$ cat config.mk
export PLATFORM = sky130hd
export DESIGN_NAME = adc_adv_regs
export DESIGN_NICKNAME = d
export VERILOG_FILES = /design/src/rtl/adc_adv_pkg.sv /design/src/rtl/slot_if.sv /design/src/rtl/channel_slot.sv /design/src/rtl/adc_adv_regs.sv
export SDC_FILE = /design/constraint.sdc
export NUM_CORES = 1
export LEC_CHECK = 0
export ABC_AREA = 1
export BUFFER_PORTS_ARGS = -buffer_cell sky130_fd_sc_hd__clkbuf_2
export CORE_UTILIZATION = 40
export DETAILED_ROUTE_END_ITERATION = 8
export PLACE_DENSITY = 0.73
export SETUP_SLACK_MARGIN = 0.5
export SYNTH_ARGS = -nofsm -noshare
export SYNTH_HDL_FRONTEND = slang
export SYNTH_HIERARCHICAL = 1
export SYNTH_SLANG_ARGS = --single-unit
$ cat constraint.sdc
create_clock -name CLK_I -period 3.6 [get_ports CLK_I]
set_input_delay 0.18 -clock CLK_I [delete_from_list [all_inputs] [get_ports CLK_I]]
set_output_delay 0.18 -clock CLK_I [all_outputs]
set_load 0.1 [all_outputs]
$ cat src/rtl/adc_adv_pkg.sv
package adc_adv_pkg;

    // ==================================================================
    // Register indices (byte address is four times the index)
    localparam logic [31:0] IDX_CH_STATUS  = 32'h0000_5546;
    localparam logic [31:0] IDX_CH0_RESULT = 32'h0000_5548;
    localparam logic [31:0] IDX_CH1_RESULT = 32'h0000_554a;
    localparam logic [31:0] IDX_CH2_RESULT = 32'h0000_554c;
    localparam logic [31:0] IDX_CH3_RESULT = 32'h0000_554e;
    localparam logic [31:0] IDX_UPPER      = 32'h0000_5558;
    localparam logic [31:0] IDX_LOWER      = 32'h0000_555a;
    localparam logic [31:0] IDX_CHANNEL_COMPLETION_IRQ_ENABLE    = 32'h0000_555c;
    localparam logic [31:0] IDX_MODE       = 32'h0000_555e;
    localparam logic [31:0] IDX_CTRL       = 32'h0000_5560;
    localparam logic [31:0] IDX_IRQ_STAT   = 32'h0000_5562;
    localparam logic [31:0] IDX_IRQ_MASK   = 32'h0000_5564;

    // ==================================================================
    // Field positions
    localparam int unsigned CH_COUNT       = 4;
    localparam int unsigned RESULT_W       = 10;
    localparam int unsigned OVR_LSB        = 8;   // Overrun flags in status word
    localparam int unsigned MODE_BIT       = 8;   // Extended mode select
    localparam int unsigned STATE_LSB      = 4;   // Converter state field
    localparam int unsigned CMP_SEL_LSB    = 12;  // Compare channel select
    localparam int unsigned RANGE_EN_BIT   = 5;   // Range interrupt enable
    localparam int unsigned EVT_W          = 3;
    localparam int unsigned EVT_DONE       = 0;
    localparam int unsigned EVT_RANGE      = 1;
    localparam int unsigned EVT_OVR        = 2;

    // ==================================================================
    // Reset values
    localparam logic [9:0]  RST_LIMIT      = 10'h000;
    localparam logic [3:0]  RST_CHANNEL_COMPLETION_IRQ_ENABLE    = 4'hf;
    localparam logic        RST_MODE       = 1'b0;

    // Converter activity codes
    typedef enum logic [1:0] {
        ST_IDLE       = 2'h0,
        ST_SAMPLING   = 2'h1,
        ST_RESERVED   = 2'h2,
        ST_CONVERTING = 2'h3
    } conv_state_t;

endpackage

$ cat src/rtl/slot_if.sv
// Link between the register block and one channel slot
interface slot_if;
    logic       store;
    logic [9:0] data;
    logic       rd;
    logic       ovr_clr;
    logic [9:0] result;
    logic       done;
    logic       ovr;

    modport ctrl (output store, data, rd, ovr_clr, input result, done, ovr);
    modport slot (input store, data, rd, ovr_clr, output result, done, ovr);
endinterface

$ cat src/rtl/channel_slot.sv
// One channel: result buffer, completion flag and overrun flag
module channel_slot
    import adc_adv_pkg::*;
(
    input  wire logic clk_i,
    input  wire logic arst_n_i,
    slot_if.slot      port_s
);

    typedef struct packed {
        logic [9:0] result;
        logic       done;
        logic       ovr;
    } slot_state_t;

    slot_state_t cur;
    slot_state_t next_cur;

    // ==================================================================
    // Flag and buffer update
    always_comb begin
        next_cur = cur;
        if (port_s.store) begin
            next_cur.result = port_s.data;
        end
        // A new result wins over a read clearing the flag in the same cycle
        if (port_s.store) begin
            next_cur.done = 1'b1;
        end else if (port_s.rd) begin
            next_cur.done = 1'b0;
        end
        // Overwrite only counts against an unread, uncleared flag
        if (port_s.store && cur.done && !port_s.rd) begin
            next_cur.ovr = 1'b1;
        end else if (port_s.ovr_clr) begin
            next_cur.ovr = 1'b0;
        end
    end

    always_ff @(posedge clk_i or negedge arst_n_i) begin
        if (!arst_n_i) begin
            cur <= '0;
        end else begin
            cur <= next_cur;
        end
    end

    assign port_s.result = cur.result;
    assign port_s.done   = cur.done;
    assign port_s.ovr    = cur.ovr;

endmodule

$ cat src/rtl/adc_adv_regs.sv
// Behaviour
// - Four 10-bit result buffers, channels 0 to 3, zero after reset.
// - Result buffers are read-only; writes leave them unchanged.
// - Writable 10-bit upper limit, reset zero, for the selected compare channel.
// - Result above upper limit on compare channel can raise range interrupt.
// - Writable 10-bit lower limit, reset zero, same compare channel.
// - Result below lower limit on compare channel can raise range interrupt.
// - Completion interrupt enables reset to one and let completion request.
// - Enable at zero suppresses that channel's completion request.
// - Mode bit: one advanced, zero standard, resets standard.
// - Advanced mode: extended registers and bits are writable.
// - Standard mode: extended registers read-only, writes ignored.
// - Read-only state field: idle, sampling, converting; code two never shown.
// - Read-only 4-bit converter counter view, reset zero.
// - Completion flag set on store, cleared by reading that buffer.
// - Store over a set completion flag sets overrun; cleared writing zero, in advanced mode only.
// - Range results become interrupt cause only while range enable is one.
module adc_adv_regs
    import adc_adv_pkg::*;
(
    // Clock and reset
    input  wire logic        CLK_I,
    input  wire logic        ARST_N_I,
    // APB slave
    input  wire logic        PSEL_I,
    input  wire logic        PENABLE_I,
    input  wire logic        PWRITE_I,
    input  wire logic [31:0] PADDR_I,
    input  wire logic [31:0] PWDATA_I,
    output logic      [31:0] PRDATA_O,
    output logic             PREADY_O,
    output logic             PSLVERR_O,
    // Converter core
    input  wire logic        CONV_DONE_I,
    input  wire logic [1:0]  CONV_CH_I,
    input  wire logic [9:0]  CONV_DATA_I,
    input  wire logic [1:0]  CONV_STATE_I,
    input  wire logic [3:0]  CONV_COUNT_I,
    // Status towards the system
    output logic             ADV_MODE_O,
    output logic             CONV_IRQ_O,
    output logic             RANGE_HIT_O,
    output logic             IRQ_O
);

    // ==================================================================
    // State
    typedef struct packed {
        logic [31:0]      prdata;
        logic             pready;
        logic             pslverr;
        logic [9:0]       upper_limit_value;
        logic [9:0]       lower_limit_value;
        logic [3:0]       channel_completion_irq_enable;
        logic             extended_mode_select;
        logic [2:0]       compare_channel_select;
        logic             range_irq_enable;
        conv_state_t      converter_state;
        logic [3:0]       internal_step_counter;
        logic [EVT_W-1:0] irq_stat;
        logic [EVT_W-1:0] irq_mask;
        logic             conv_irq;
        logic             range_hit;
        logic             irq;
    } regs_state_t;

    regs_state_t cur;
    regs_state_t next_cur;

    // ==================================================================
    // Channel slots
    logic [3:0] ch_store;
    logic [3:0] ch_rd;
    logic [3:0] ch_ovr_clr;
    logic [3:0] ch_done;
    logic [3:0] ch_ovr;
    logic [9:0] ch_result [CH_COUNT];

    slot_if sif [CH_COUNT] ();

    genvar g;
    generate
        for (g = 0; g < CH_COUNT; g++) begin : g_slot
            assign sif[g].store   = ch_store[g];
            assign sif[g].data    = CONV_DATA_I;
            assign sif[g].rd      = ch_rd[g];
            assign sif[g].ovr_clr = ch_ovr_clr[g];
            assign ch_result[g]   = sif[g].result;
            assign ch_done[g]     = sif[g].done;
            assign ch_ovr[g]      = sif[g].ovr;

            channel_slot u_slot (
                .clk_i    (CLK_I),
                .arst_n_i (ARST_N_I),
                .port_s   (sif[g])
            );
        end
    endgenerate

    // ==================================================================
    // Bus decode
    logic        access;
    logic        wr_commit;
    logic        rd_commit;
    logic [31:0] word_idx;
    logic        addr_ok;
    logic [31:0] rdata;
    logic        cmp_hit;
    logic        above;
    logic        below;
    logic [EVT_W-1:0] events;

    // Access phase; one wait state so read data comes from a flop
    assign access    = PSEL_I && PENABLE_I;
    assign wr_commit = access && cur.pready && PWRITE_I;
    assign rd_commit = access && cur.pready && !PWRITE_I;
    assign word_idx  = {2'b00, PADDR_I[31:2]};

    // Read mux; unused bits stay zero
    always_comb begin
        rdata   = '0;
        addr_ok = 1'b1;
        unique case (word_idx)
            IDX_CH_STATUS: begin
                rdata[OVR_LSB +: CH_COUNT] = ch_ovr;
                rdata[CH_COUNT-1:0]        = ch_done;
            end
            IDX_CH0_RESULT: rdata[RESULT_W-1:0] = ch_result[0];
            IDX_CH1_RESULT: rdata[RESULT_W-1:0] = ch_result[1];
            IDX_CH2_RESULT: rdata[RESULT_W-1:0] = ch_result[2];
            IDX_CH3_RESULT: rdata[RESULT_W-1:0] = ch_result[3];
            IDX_UPPER:      rdata[RESULT_W-1:0] = cur.upper_limit_value;
            IDX_LOWER:      rdata[RESULT_W-1:0] = cur.lower_limit_value;
            IDX_CHANNEL_COMPLETION_IRQ_ENABLE:    rdata[CH_COUNT-1:0] = cur.channel_completion_irq_enable;
            IDX_MODE: begin
                rdata[MODE_BIT]          = cur.extended_mode_select;
                rdata[STATE_LSB +: 2]    = cur.converter_state;
                rdata[3:0]               = cur.internal_step_counter;
            end
            IDX_CTRL: begin
                rdata[CMP_SEL_LSB +: 3]  = cur.compare_channel_select;
                rdata[RANGE_EN_BIT]      = cur.range_irq_enable;
            end
            IDX_IRQ_STAT:   rdata[EVT_W-1:0] = cur.irq_stat;
            IDX_IRQ_MASK:   rdata[EVT_W-1:0] = cur.irq_mask;
            default:        addr_ok = 1'b0;
        endcase
    end

    // ==================================================================
    // Channel side effects of bus access and conversions
    always_comb begin
        ch_store   = '0;
        ch_rd      = '0;
        ch_ovr_clr = '0;
        if (CONV_DONE_I) begin
            ch_store[CONV_CH_I] = 1'b1;
        end
        // A committed read of a buffer clears that channel's flag
        if (rd_commit) begin
            ch_rd[0] = (word_idx == IDX_CH0_RESULT);
            ch_rd[1] = (word_idx == IDX_CH1_RESULT);
            ch_rd[2] = (word_idx == IDX_CH2_RESULT);
            ch_rd[3] = (word_idx == IDX_CH3_RESULT);
        end
        // Overrun flags clear on a written zero, and only in advanced mode
        if (wr_commit && word_idx == IDX_CH_STATUS && cur.extended_mode_select) begin
            ch_ovr_clr = ~PWDATA_I[OVR_LSB +: CH_COUNT];
        end
    end

    // ==================================================================
    // Range check against the limits
    // Only the selected channel is compared, once per stored result
    assign cmp_hit = CONV_DONE_I && (cur.compare_channel_select == {1'b0, CONV_CH_I});
    assign above   = CONV_DATA_I > cur.upper_limit_value;
    assign below   = CONV_DATA_I < cur.lower_limit_value;

    // Events feeding the sticky status
    always_comb begin
        events            = '0;
        events[EVT_DONE]  = CONV_DONE_I;
        events[EVT_RANGE] = cmp_hit && cur.range_irq_enable && (above || below);
        events[EVT_OVR]   = CONV_DONE_I && ch_done[CONV_CH_I] && !ch_rd[CONV_CH_I];
    end

    // ==================================================================
    // Next state
    always_comb begin
        next_cur = cur;

        // Bus answer: ready pulses for one cycle per access
        next_cur.pready  = access && !cur.pready;
        next_cur.pslverr = access && !cur.pready && !addr_ok;
        if (access && !cur.pready) begin
            next_cur.prdata = PWRITE_I ? 32'h0000_0000 : rdata;
        end

        // Register writes; the mode bit is always writable
        if (wr_commit) begin
            if (word_idx == IDX_MODE) begin
                next_cur.extended_mode_select = PWDATA_I[MODE_BIT];
            end
            // Extended registers take writes only in advanced mode
            if (cur.extended_mode_select) begin
                unique case (word_idx)
                    IDX_UPPER: next_cur.upper_limit_value = PWDATA_I[RESULT_W-1:0];
                    IDX_LOWER: next_cur.lower_limit_value = PWDATA_I[RESULT_W-1:0];
                    IDX_CHANNEL_COMPLETION_IRQ_ENABLE: begin
                        next_cur.channel_completion_irq_enable = PWDATA_I[CH_COUNT-1:0];
                    end
                    IDX_CTRL: begin
                        next_cur.compare_channel_select = PWDATA_I[CMP_SEL_LSB +: 3];
                        next_cur.range_irq_enable       = PWDATA_I[RANGE_EN_BIT];
                    end
                    default: ;
                endcase
            end
            // Interrupt status and mask belong to the system side
            if (word_idx == IDX_IRQ_MASK) begin
                next_cur.irq_mask = PWDATA_I[EVT_W-1:0];
            end
            if (word_idx == IDX_IRQ_STAT) begin
                next_cur.irq_stat = cur.irq_stat & ~PWDATA_I[EVT_W-1:0];
            end
        end

        // New events win over a write-one clear in the same cycle
        next_cur.irq_stat = next_cur.irq_stat | events;

        // Converter views; the reserved code keeps the last legal one
        if (CONV_STATE_I != ST_RESERVED) begin
            next_cur.converter_state = conv_state_t'(CONV_STATE_I);
        end
        next_cur.internal_step_counter = CONV_COUNT_I;

        // Completion request, gated per channel by its enable
        next_cur.conv_irq  = |(ch_done & cur.channel_completion_irq_enable);
        next_cur.range_hit = events[EVT_RANGE];
        next_cur.irq       = |(next_cur.irq_stat & cur.irq_mask);
    end

    // ==================================================================
    // State register
    always_ff @(posedge CLK_I or negedge ARST_N_I) begin
        if (!ARST_N_I) begin
            cur                                <= '0;
            cur.upper_limit_value              <= RST_LIMIT;
            cur.lower_limit_value              <= RST_LIMIT;
            cur.channel_completion_irq_enable  <= RST_CHANNEL_COMPLETION_IRQ_ENABLE;
            cur.extended_mode_select           <= RST_MODE;
            cur.converter_state                <= ST_IDLE;
        end else begin
            cur <= next_cur;
        end
    end

    // ==================================================================
    // Outputs straight from the state register
    assign PRDATA_O    = cur.prdata;
    assign PREADY_O    = cur.pready;
    assign PSLVERR_O   = cur.pslverr;
    assign ADV_MODE_O  = cur.extended_mode_select;
    assign CONV_IRQ_O  = cur.conv_irq;
    assign RANGE_HIT_O = cur.range_hit;
    assign IRQ_O       = cur.irq;

endmodule

# ---- After elaboration in Yosys (flattened, before gate mapping)
# Cells that the tools add are included.
dict set report word_totals {
  ff_bits 126
  output_inout_bits 38
  wordCells 139
  inputBits 88
}
dict set report op_classes {
  n_bitwise 6
  eq_ne 14
  n_reduce_logical 48
  muxes 39
  n_lt_le_gt_ge 4
}
# cell count
set op_table {}
lappend op_table {{$eq A30 B15 Y1 const B} 12}
lappend op_table {{$pmux W3 S11} 1}
lappend op_table {{$logic_and A1 B1 Y1} 22}
lappend op_table {{$mux W1} 20}
lappend op_table {{$pmux W1 S8} 2}
lappend op_table {{$reduce_bool A2 Y1} 8}
lappend op_table {{$mux W15} 1}
lappend op_table {{$pmux W1 S7} 2}
lappend op_table {{$mux W4} 3}
lappend op_table {{$pmux W2 S6} 1}
lappend op_table {{$reduce_and A3 Y1} 4}
lappend op_table {{$reduce_or A12 Y1} 1}
lappend op_table {{$gt A10 B10 Y1} 1}
lappend op_table {{$lt A10 B10 Y1} 1}
lappend op_table {{$mux W3} 3}
lappend op_table {{$pmux W1 S9} 1}
lappend op_table {{$logic_not A1 Y1} 8}
lappend op_table {{$and A3 B3 Y3} 2}
lappend op_table {{$mux W6} 1}
lappend op_table {{$and A4 B4 Y4} 1}
lappend op_table {{$bmux W1 S2} 2}
lappend op_table {{$not A4 Y4} 1}
lappend op_table {{$reduce_and A2 Y1} 2}
lappend op_table {{$reduce_or A4 Y1} 1}
lappend op_table {{other kinds (10)} 10}

# ---- Logic depth before layout (Yosys ltp)
# Gate-level depths: netlist of run 1.
dict set report depth {
  ltp_word 11
  ltp_mapped 16
  depth_no_buf 16
}

# ---- Cells and area by module
# Netlist of run 1, hierarchy kept.
# module area_per_inst_um2 instances seq_area_each_um2 cells_per_inst
set modules_own_cells {}
lappend modules_own_cells {adc_adv_regs 4521.8 1 1531.5 682}
lappend modules_own_cells {channel_slot 462.9 4 300.3 52}

# ---- Worst setup path before layout of run 1
# OpenSTA, ideal clock, no wires.
dict set report synth_timing {
  kind {register -> register}
  startpoint {register cur (netlist bit PREADY_O)}
  endpoint {register cur[16] in the netlist's numbering}
  setup_time_ns 0.125
  setup_slack_ns 1.375
  arrival_time_ns 2.100
  stages_incl_launch_ff 5
  n_path_buf 0
  required_ns 3.475
  cell_sequence {dfrtp_1 > nand4_1 > nor2_1 > nand3_1 > mux2_2}
}
dict set report synth_via {
  elab_chain_cells 3
}
# element line
set synth_rtl {}
lappend synth_rtl {{start, declared} adc_adv_regs.sv:67} ;# regs_state_t cur;
lappend synth_rtl {{start signal, assigned} adc_adv_regs.sv:254} ;# cur <= next_cur;
lappend synth_rtl {{$logic_and A1 B1 Y1 (2 in series)} adc_adv_regs.sv:115} ;# assign wr_commit = access && cur.pready && PWRITE_I;
lappend synth_rtl {{$reduce_and A3 Y1 (no source line)} --}
# No other way between the ends.
# A chain may end at the register's enable or synchronous reset.

# ---- Worst setup path after layout of run 1
dict set report layout_timing {
  startpoint {register cur (netlist bit PREADY_O)}
  endpoint {register cur[35] in the netlist's numbering}
}
# Same word-level chain as after synthesis.

==> results of run 1 <==
## how the worst max path moves through the flow
stage | start | slack, ns | endpoint | depth (start not counted)
after floorplan | PREADY_O$_DFF_PN0_ | 1.37 | cur[16]$_DFFE_PN0P_ | 4
after global placement | PREADY_O$_DFF_PN0_ | 1.31 | cur[39]$_DFFE_PN0P_ | 5
after detailed placement | PREADY_O$_DFF_PN0_ | 1.23 | cur[35]$_DFFE_PN0P_ | 4
after CTS | PREADY_O$_DFF_PN0_ | 1.20 | cur[35]$_DFFE_PN0P_ | 4
after global routing | PREADY_O$_DFF_PN0_ | 0.95 | cur[35]$_DFFE_PN0P_ | 4
final | PREADY_O$_DFF_PN0_ | 1.20 | cur[35]$_DFFE_PN0P_ | 4
## worst max-delay path: stages, from the launching register on
cell	delay, ns
dfrtp_1	0.40
nand4_1	0.39
nor2_1	0.48
nand3_1	0.65
o21ai_1	0.37
## metal layers
layer  vias up  GRT usage [%]  wire length [um]
met4         0           8.10               401
met2       178           34.4              7530
met5         -              0                 0
met1      2623           30.1              7680
met3        21           4.22              1030
li1       2885              -                 -
## cell type report
type | instances | area [um^2]
clock buffers | 9 | 225
inverters | 87 | 327
repair buffers | 102 | 558
fillers | 1587 | 8190
flip-flops and latches | 109 | 2730
multi-input cells | 655 | 2980
well taps | 211 | 264
clock inverters | 6 | 93.8
## synthesized netlist by cell type (all sizes together)
cell and count:
nand2 357, dfrtp 105, nor2 100, inv 87, nand3 75, buf 53, o21ai 43, ha 19
nor3 13, nand4 9, a21oi 6, dfstp 4, a21o 3, mux2 3, clkbuf 2, o21a 2
o21bai 2, xor2 2, a41oi 1, and3 1, conb 1, nor4 1, o31ai 1
## placed cells by master (no fill, tap or decap)
cell	synthesis	final
a21o_1	3	3
a21oi_1	6	6
a41oi_1	1	1
and3_1	1	1
buf_4	38	9
bufinv_16	0	2
clkbuf_16	0	9
clkbuf_2	0	88
clkinv_2	0	1
clkinv_4	0	1
conb_1	1	17
dfrtp_1	105	105
dfstp_2	4	4
dlygate4sd3_1	0	5
ha_1	19	19
inv_1	78	78
inv_2	9	9
inv_6	0	1
inv_8	0	1
mux2_2	3	3
nand2_1	353	353
nand2_2	4	4
nand3_1	75	75
nand4_1	9	9
nor2_1	84	84
nor2_2	11	11
nor2_4	5	5
nor3_1	10	10
nor3_2	3	3
nor4_1	1	1
o21a_1	2	2
o21ai_0	9	9
o21ai_1	34	34
o21bai_1	2	2
o31ai_1	1	1
xor2_1	2	2
## per-stage QoR
step	total power [mW]	hold slack, ns
after CTS	2.79	0.00304
after floorplan	1.59	-0.116
after global placement	1.69	0.260
final	2.76	0.0133
after global routing	2.88	0.0169
after detailed placement	1.70	0.255
## power by group
part | switching (mW) | internal [mW] | total, mW
logic | 0.246 | 0.0906 | 0.337
clock network | 0.466 | 0.613 | 1.08
registers | 0.0440 | 1.30 | 1.35
total | 0.756 | 2.01 | 2.76
## logic make-up after synthesis
family / Yosys count / share of synthesized area (%)
simple gates: 556 / 36.3
buf+inv: 142 / 11.3
flops: 109 / 42.9
compound gates: 58 / 4.93
fa+ha+maj: 19 / 3.73
mux: 3 / 0.530
xor+xnor: 2 / 0.275
other cells: 1 / 0.0588
## sequential cells by signal, summed over array words and instances, names as in the netlist, 4 cells and up
name / flops
PRDATA_O: 15
cur: 40
g_slot.u_slot/port_s.done: 4
g_slot.u_slot/port_s.ovr: 4
g_slot.u_slot/port_s.result: 40
==> impl_metrics.json, run 1 <==
{
  "status": "complete, no violations",
  "start_util_pct": 41.5,
  "fin_area_um2": 7180,
  "path_max_fanout": 20,
  "first_pass_iters": 5,
  "yosysWarnings": 6,
  "r2r-start": "PREADY_O$_DFF_PN0_",
  "cts-buffers-inserted": 9,
  "cts_max_level": 3,
  "fp.dieW_um": 128,
  "reg2reg_depth": 4,
  "ctsHoldBuffers": 5,
  "fin_crit_ns": 2.40,
  "ys_top_cells_by_area": "dfrtp_1 41%, nand2_1 21%, nand3_1 5.9%, nor2_1 4.9%, inv_1 4.6%",
  "ys_seq_elements": 109,
  "setup_viol": 0,
  "layout.cells.non_filler": 1179,
  "min_path_type": "input pin to flop",
  "worstPathArrival_ns": 2.65,
  "track_usage_pct": 22.0,
  "drt-initial-drc-count": 470,
  "drt-total-wl_um": 16600,
  "clk_pin_slew_ns": 0.07,
  "slew_violations": 0,
  "antenna_found_initial": 0,
  "die_h_um": 128,
  "cts_root_buffer": "clkbuf_16",
  "ir_drop_mv": 0.239,
  "power_density_nw_per_um2": 385,
  "finalCritPeriodShare_pct": 66.7,
  "final.setup.tns_ns": 0,
  "placedInstanceArea_um2": 6810,
  "grt_pass1_wl_um": 27500,
  "fmax_mhz": 416,
  "slew_headroom_pct": 47.1,
  "rows": 45,
  "cts.sinks": 109,
  "synth_area_leader_cell": "dfrtp_1",
  "drt-vias-per-instance": 4.84,
  "hold_violations": 0,
  "syn_inst": 890,
  "critPathRequiredTime_ns": 3.85,
  "layout.nets": 1071,
  "setup_slack_ns": 1.20,
  "worstSetupPathType": "flop to flop",
  "synth_cell_types": 31,
  "antenna_cells": 0,
  "p_leak_nw": 3.78,
  "place_congestion": 0.927,
  "cts_setup_buffers": 0,
  "cts_resized": 0,
  "fin_worst_skew_ns": 0.0113,
  "num_io_pins": 126,
  "dp_hpwl_um": 12700,
  "core_um2": 15400,
  "cts_tree": "done",
  "place_inst": 1159,
  "cp-start-kind": "flop",
  "synth_area_um2": 6370,
  "final_util_pct": 46.7,
  "regToRegSetupSlack_ns": 1.20,
  "hp-start": "CONV_STATE_I[0]",
  "ant_nets": 0,
  "vias": 5707,
  "grt_max_degree": 54,
  "grt_overflow": 0,
  "grt_pass1_vias": 5353,
  "dp_slack_ns": 1.23,
  "wl_per_cell_um": 14.1,
  "clk_path_buf_depth": 2,
  "port_buffers": 89,
  "holdPathEnd": "cur[13]$_DFFE_PN0P_",
  "yosysSeqAreaShare_pct": 42.9,
  "reg2reg_to": "cur[35]$_DFFE_PN0P_",
  "clock_latency_ns": 0.36,
  "cap_viol_max_count": 0,
  "drc": 0,
  "end_kind": "flop",
  "synth_area_per_cell_um2": 7.16,
  "area_growth_syn_to_layout_pct": 12.7,
  "synth.top_cell.area_share_pct": 41.2,
  "rsz0062_at_grt": "no",
  "tightest_slew_ns": 0.792,
  "holdPathStages": 2,
  "die_area_um2": 16400,
  "drive_above_1_share_pct": 15.6
}
Power figures use the tool's default switching activity.
==> run 2: changes to the inputs <==
--- a/config.mk
+++ b/config.mk
@@ -9,7 +9,7 @@
 export BUFFER_PORTS_ARGS = -buffer_cell sky130_fd_sc_hd__clkbuf_2
 export CORE_UTILIZATION = 40
 export DETAILED_ROUTE_END_ITERATION = 8
-export PLACE_DENSITY = 0.73
+export PLACE_DENSITY = 0.75
 export SETUP_SLACK_MARGIN = 0.5
 export SYNTH_ARGS = -nofsm -noshare
 export SYNTH_HDL_FRONTEND = slang
==> constraint.sdc (replaced) <==
create_clock -name CLK_I -period 1.9 [get_ports CLK_I]
set_input_delay 0.095 -clock CLK_I [delete_from_list [all_inputs] [get_ports CLK_I]]
set_output_delay 0.095 -clock CLK_I [all_outputs]
set_load 0.1 [all_outputs]
==> run 2 against run 1 <==
Against the previous run:
- clock skew is 0.00070 ns lower
- sequential share of layout area is 4.0 points lower
- wire length is 12% higher
- via count is 7.3% higher
- combinational power is 110% higher
- worst hold slack worse by 0.010 ns
- total power is 84% higher
- global-route usage is 0.073 points lower
- utilization is 5.5 points higher
- critical path depth is 10 higher
- critical path type unchanged
- critical endpoint is now IRQ_O$_DFF_PN0_
- largest cell class unchanged
- highest routed layer unchanged
==> impl_metrics.json, run 2 (synthesis results as in run 1) <==
{
  "internal-power_mw": 3.58,
  "grt_max_degree": 44,
  "wl_per_cell_um": 15.2,
  "final_cell_mix": "324 x nand2_1, 103 x dfrtp_1, 87 x clkbuf_2, 73 x nand3_1, 69 x inv_1",
  "max_stage_delay_ns": 0.39,
  "combPwrFrac_pct": 14.2,
  "rows": 45,
  "setup_viol": 0,
  "worstSetupPathType": "flop to flop",
  "finalCritPeriodShare_pct": 90.1,
  "ant_nets": 0,
  "cts_root_buffer": "clkbuf_16",
  "hold_slack_ns": 0.00314,
  "tightest_slew_ns": 0.599,
  "layout.nets": 1116,
  "switching_share_pct": 29.3,
  "grt_pass1_wl_um": 27800,
  "slew_violations": 0,
  "fin_worst_skew_ns": 0.0106,
  "cts_max_level": 3,
  "grt_overflow": 0,
  "crit_chain": "inv_1 > ha_1 > nand2_1 > nor2_2 > nand3_1 > nand3_1 > nand2_1 > nand2_2 > nand2_2 > nand2_2 > nand2_1 > nand2_1 > inv_1 > nand2_1",
  "cts-buffers-inserted": 9,
  "vias": 6126,
  "die_area_um2": 16400,
  "fp.dieW_um": 128,
  "crit_slowest_cell": "dfrtp_1",
  "core_um2": 15400,
  "fin_crit_ns": 1.71,
  "first_pass_iters": 6,
  "cp-start-kind": "flop",
  "end_kind": "flop",
  "clock_latency_ns": 0.35,
  "num_io_pins": 126,
  "antenna_found_initial": 0,
  "hold_violations": 0,
  "reg2reg_depth": 14,
  "crit_buf_inv": 2,
  "cts_tree": "done",
  "final_common_cell": "nand2_1",
  "clockPowerShare_pct": 35.6,
  "worst_path_most_repeated_cell": "nand2_1",
  "min_path_type": "input pin to flop",
  "drt-initial-drc-count": 619,
  "rsz0062_at_grt": "yes",
  "power_density_nw_per_um2": 631,
  "ir_drop_mv": 0.397,
  "area_growth_syn_to_layout_pct": 26.1,
  "track_usage_pct": 21.9,
  "cap_viol_max_count": 0,
  "worstPathArrival_ns": 2.00,
  "cts.sinks": 109,
  "dp_hpwl_um": 12900,
  "grt_pass1_vias": 5619,
  "cpLargestDelayFamily": "simple AND/OR/NAND/NOR gates",
  "place_congestion": 0.939,
  "clk_pin_slew_ns": 0.08,
  "p_leak_nw": 4.08,
  "drt-vias-per-instance": 5.00,
  "p_seq_share_pct": 50.2,
  "antenna_cells": 0,
  "worstSetupPathDepth": 14,
  "port_buffers": 89,
  "drc": 0,
  "final.setup.tns_ns": 0,
  "path_max_fanout": 3,
  "clk_path_buf_depth": 2,
  "slew_headroom_pct": 59.7,
  "holdPathStages": 3,
  "netSwitchingPower_mw": 1.49,
  "fmax_mhz": 584,
  "critPathRequiredTime_ns": 2.19,
  "drive_above_1_share_pct": 26.4,
  "drt-total-wl_um": 18600,
  "die_h_um": 128,
  "start_util_pct": 41.5,
  "status": "complete, no violations"
}
run 2: per-layer routing:
layer / up-vias / track usage [%] / wire (um)
met5: - / 0 / 0
met4: 0 / 8.58 / 685
met3: 50 / 3.88 / 1380
met2: 270 / 35.5 / 8830
met1: 2835 / 29.0 / 7670
li1: 2971 / - / -
run 2: metrics by stage:
stage / std cells / power (mW) / setup WS [ns] / utilization [%] / cell area [um^2]
after floorplan: 906 / 3.02 / 0.235 / - / 6460
after global placement: 1168 / 3.21 / 0.179 / 45.1 / 6940
after detailed placement: 1168 / 3.23 / 0.124 / 45.1 / 6940
after CTS: 1208 / 5.05 / 0.262 / 49.0 / 7530
after global routing: 1225 / 5.28 / 0.0535 / 52.3 / 8030
final: 1225 / 5.07 / 0.188 / 52.3 / 8030
run 2: path summary, 6_finish.rpt:
kind / from / to / slack [ns]
max: cur[36]$_DFFE_PN0P_ / IRQ_O$_DFF_PN0_ / 0.19
min: PWDATA_I[4] / cur[28]$_DFFE_PN0P_ / 0.003
max reg2reg: cur[36]$_DFFE_PN0P_ / IRQ_O$_DFF_PN0_ / 0.19
min reg2reg: g_slot[0].u_slot/port_s.result[7]$_DFFE_PN0P_ / g_slot[0].u_slot/port_s.result[7]$_DFFE_PN0P_ / 0.47
max in group asynchronous: ARST_N_I / cur[26]$_DFFE_PN0P_ / 0.98
min in group asynchronous: ARST_N_I / g_slot[2].u_slot/port_s.result[6]$_DFFE_PN0P_ / 0.27
run 2: final cells by class:
type	instances	area, um^2
clock buffers	10	229
well taps	211	264
multi-input cells	655	3370
inverters	87	329
fillers	1454	7340
repair buffers	147	1050
flip-flops and latches	109	2740
clock inverters	6	50.0
run 2: power by group through the flow:
stage / sequential, mW / combinational (mW) / clock [mW]
after global placement: 2.58 / 0.631 / 0
after global routing: 2.56 / 0.801 / 1.92
after detailed placement: 2.59 / 0.645 / 0
final: 2.54 / 0.718 / 1.81
after floorplan: 2.59 / 0.434 / 0
after CTS: 2.54 / 0.683 / 1.82
run 2: worst register-to-register path, stage by stage, from the launching register on:
cell and delay, ns:
dfrtp_1 0.39, inv_1 0.07, ha_1 0.29, nand2_1 0.08
nor2_2 0.11, nand3_1 0.09, nand3_1 0.10, nand2_1 0.09
nand2_2 0.10, nand2_2 0.07, nand2_2 0.08, nand2_1 0.04
nand2_1 0.05, inv_1 0.03, nand2_1 0.05
run 2: timing repair:
item                                   4_1_cts  5_1_grt
hold buffers                                13        0
setup buffers                               11       15
gates resized for setup                     24       88
endpoints found under the hold margin       42        0
pin swaps                                    9       25
setup endpoints to repair                   45       53
cloned                                       0        2
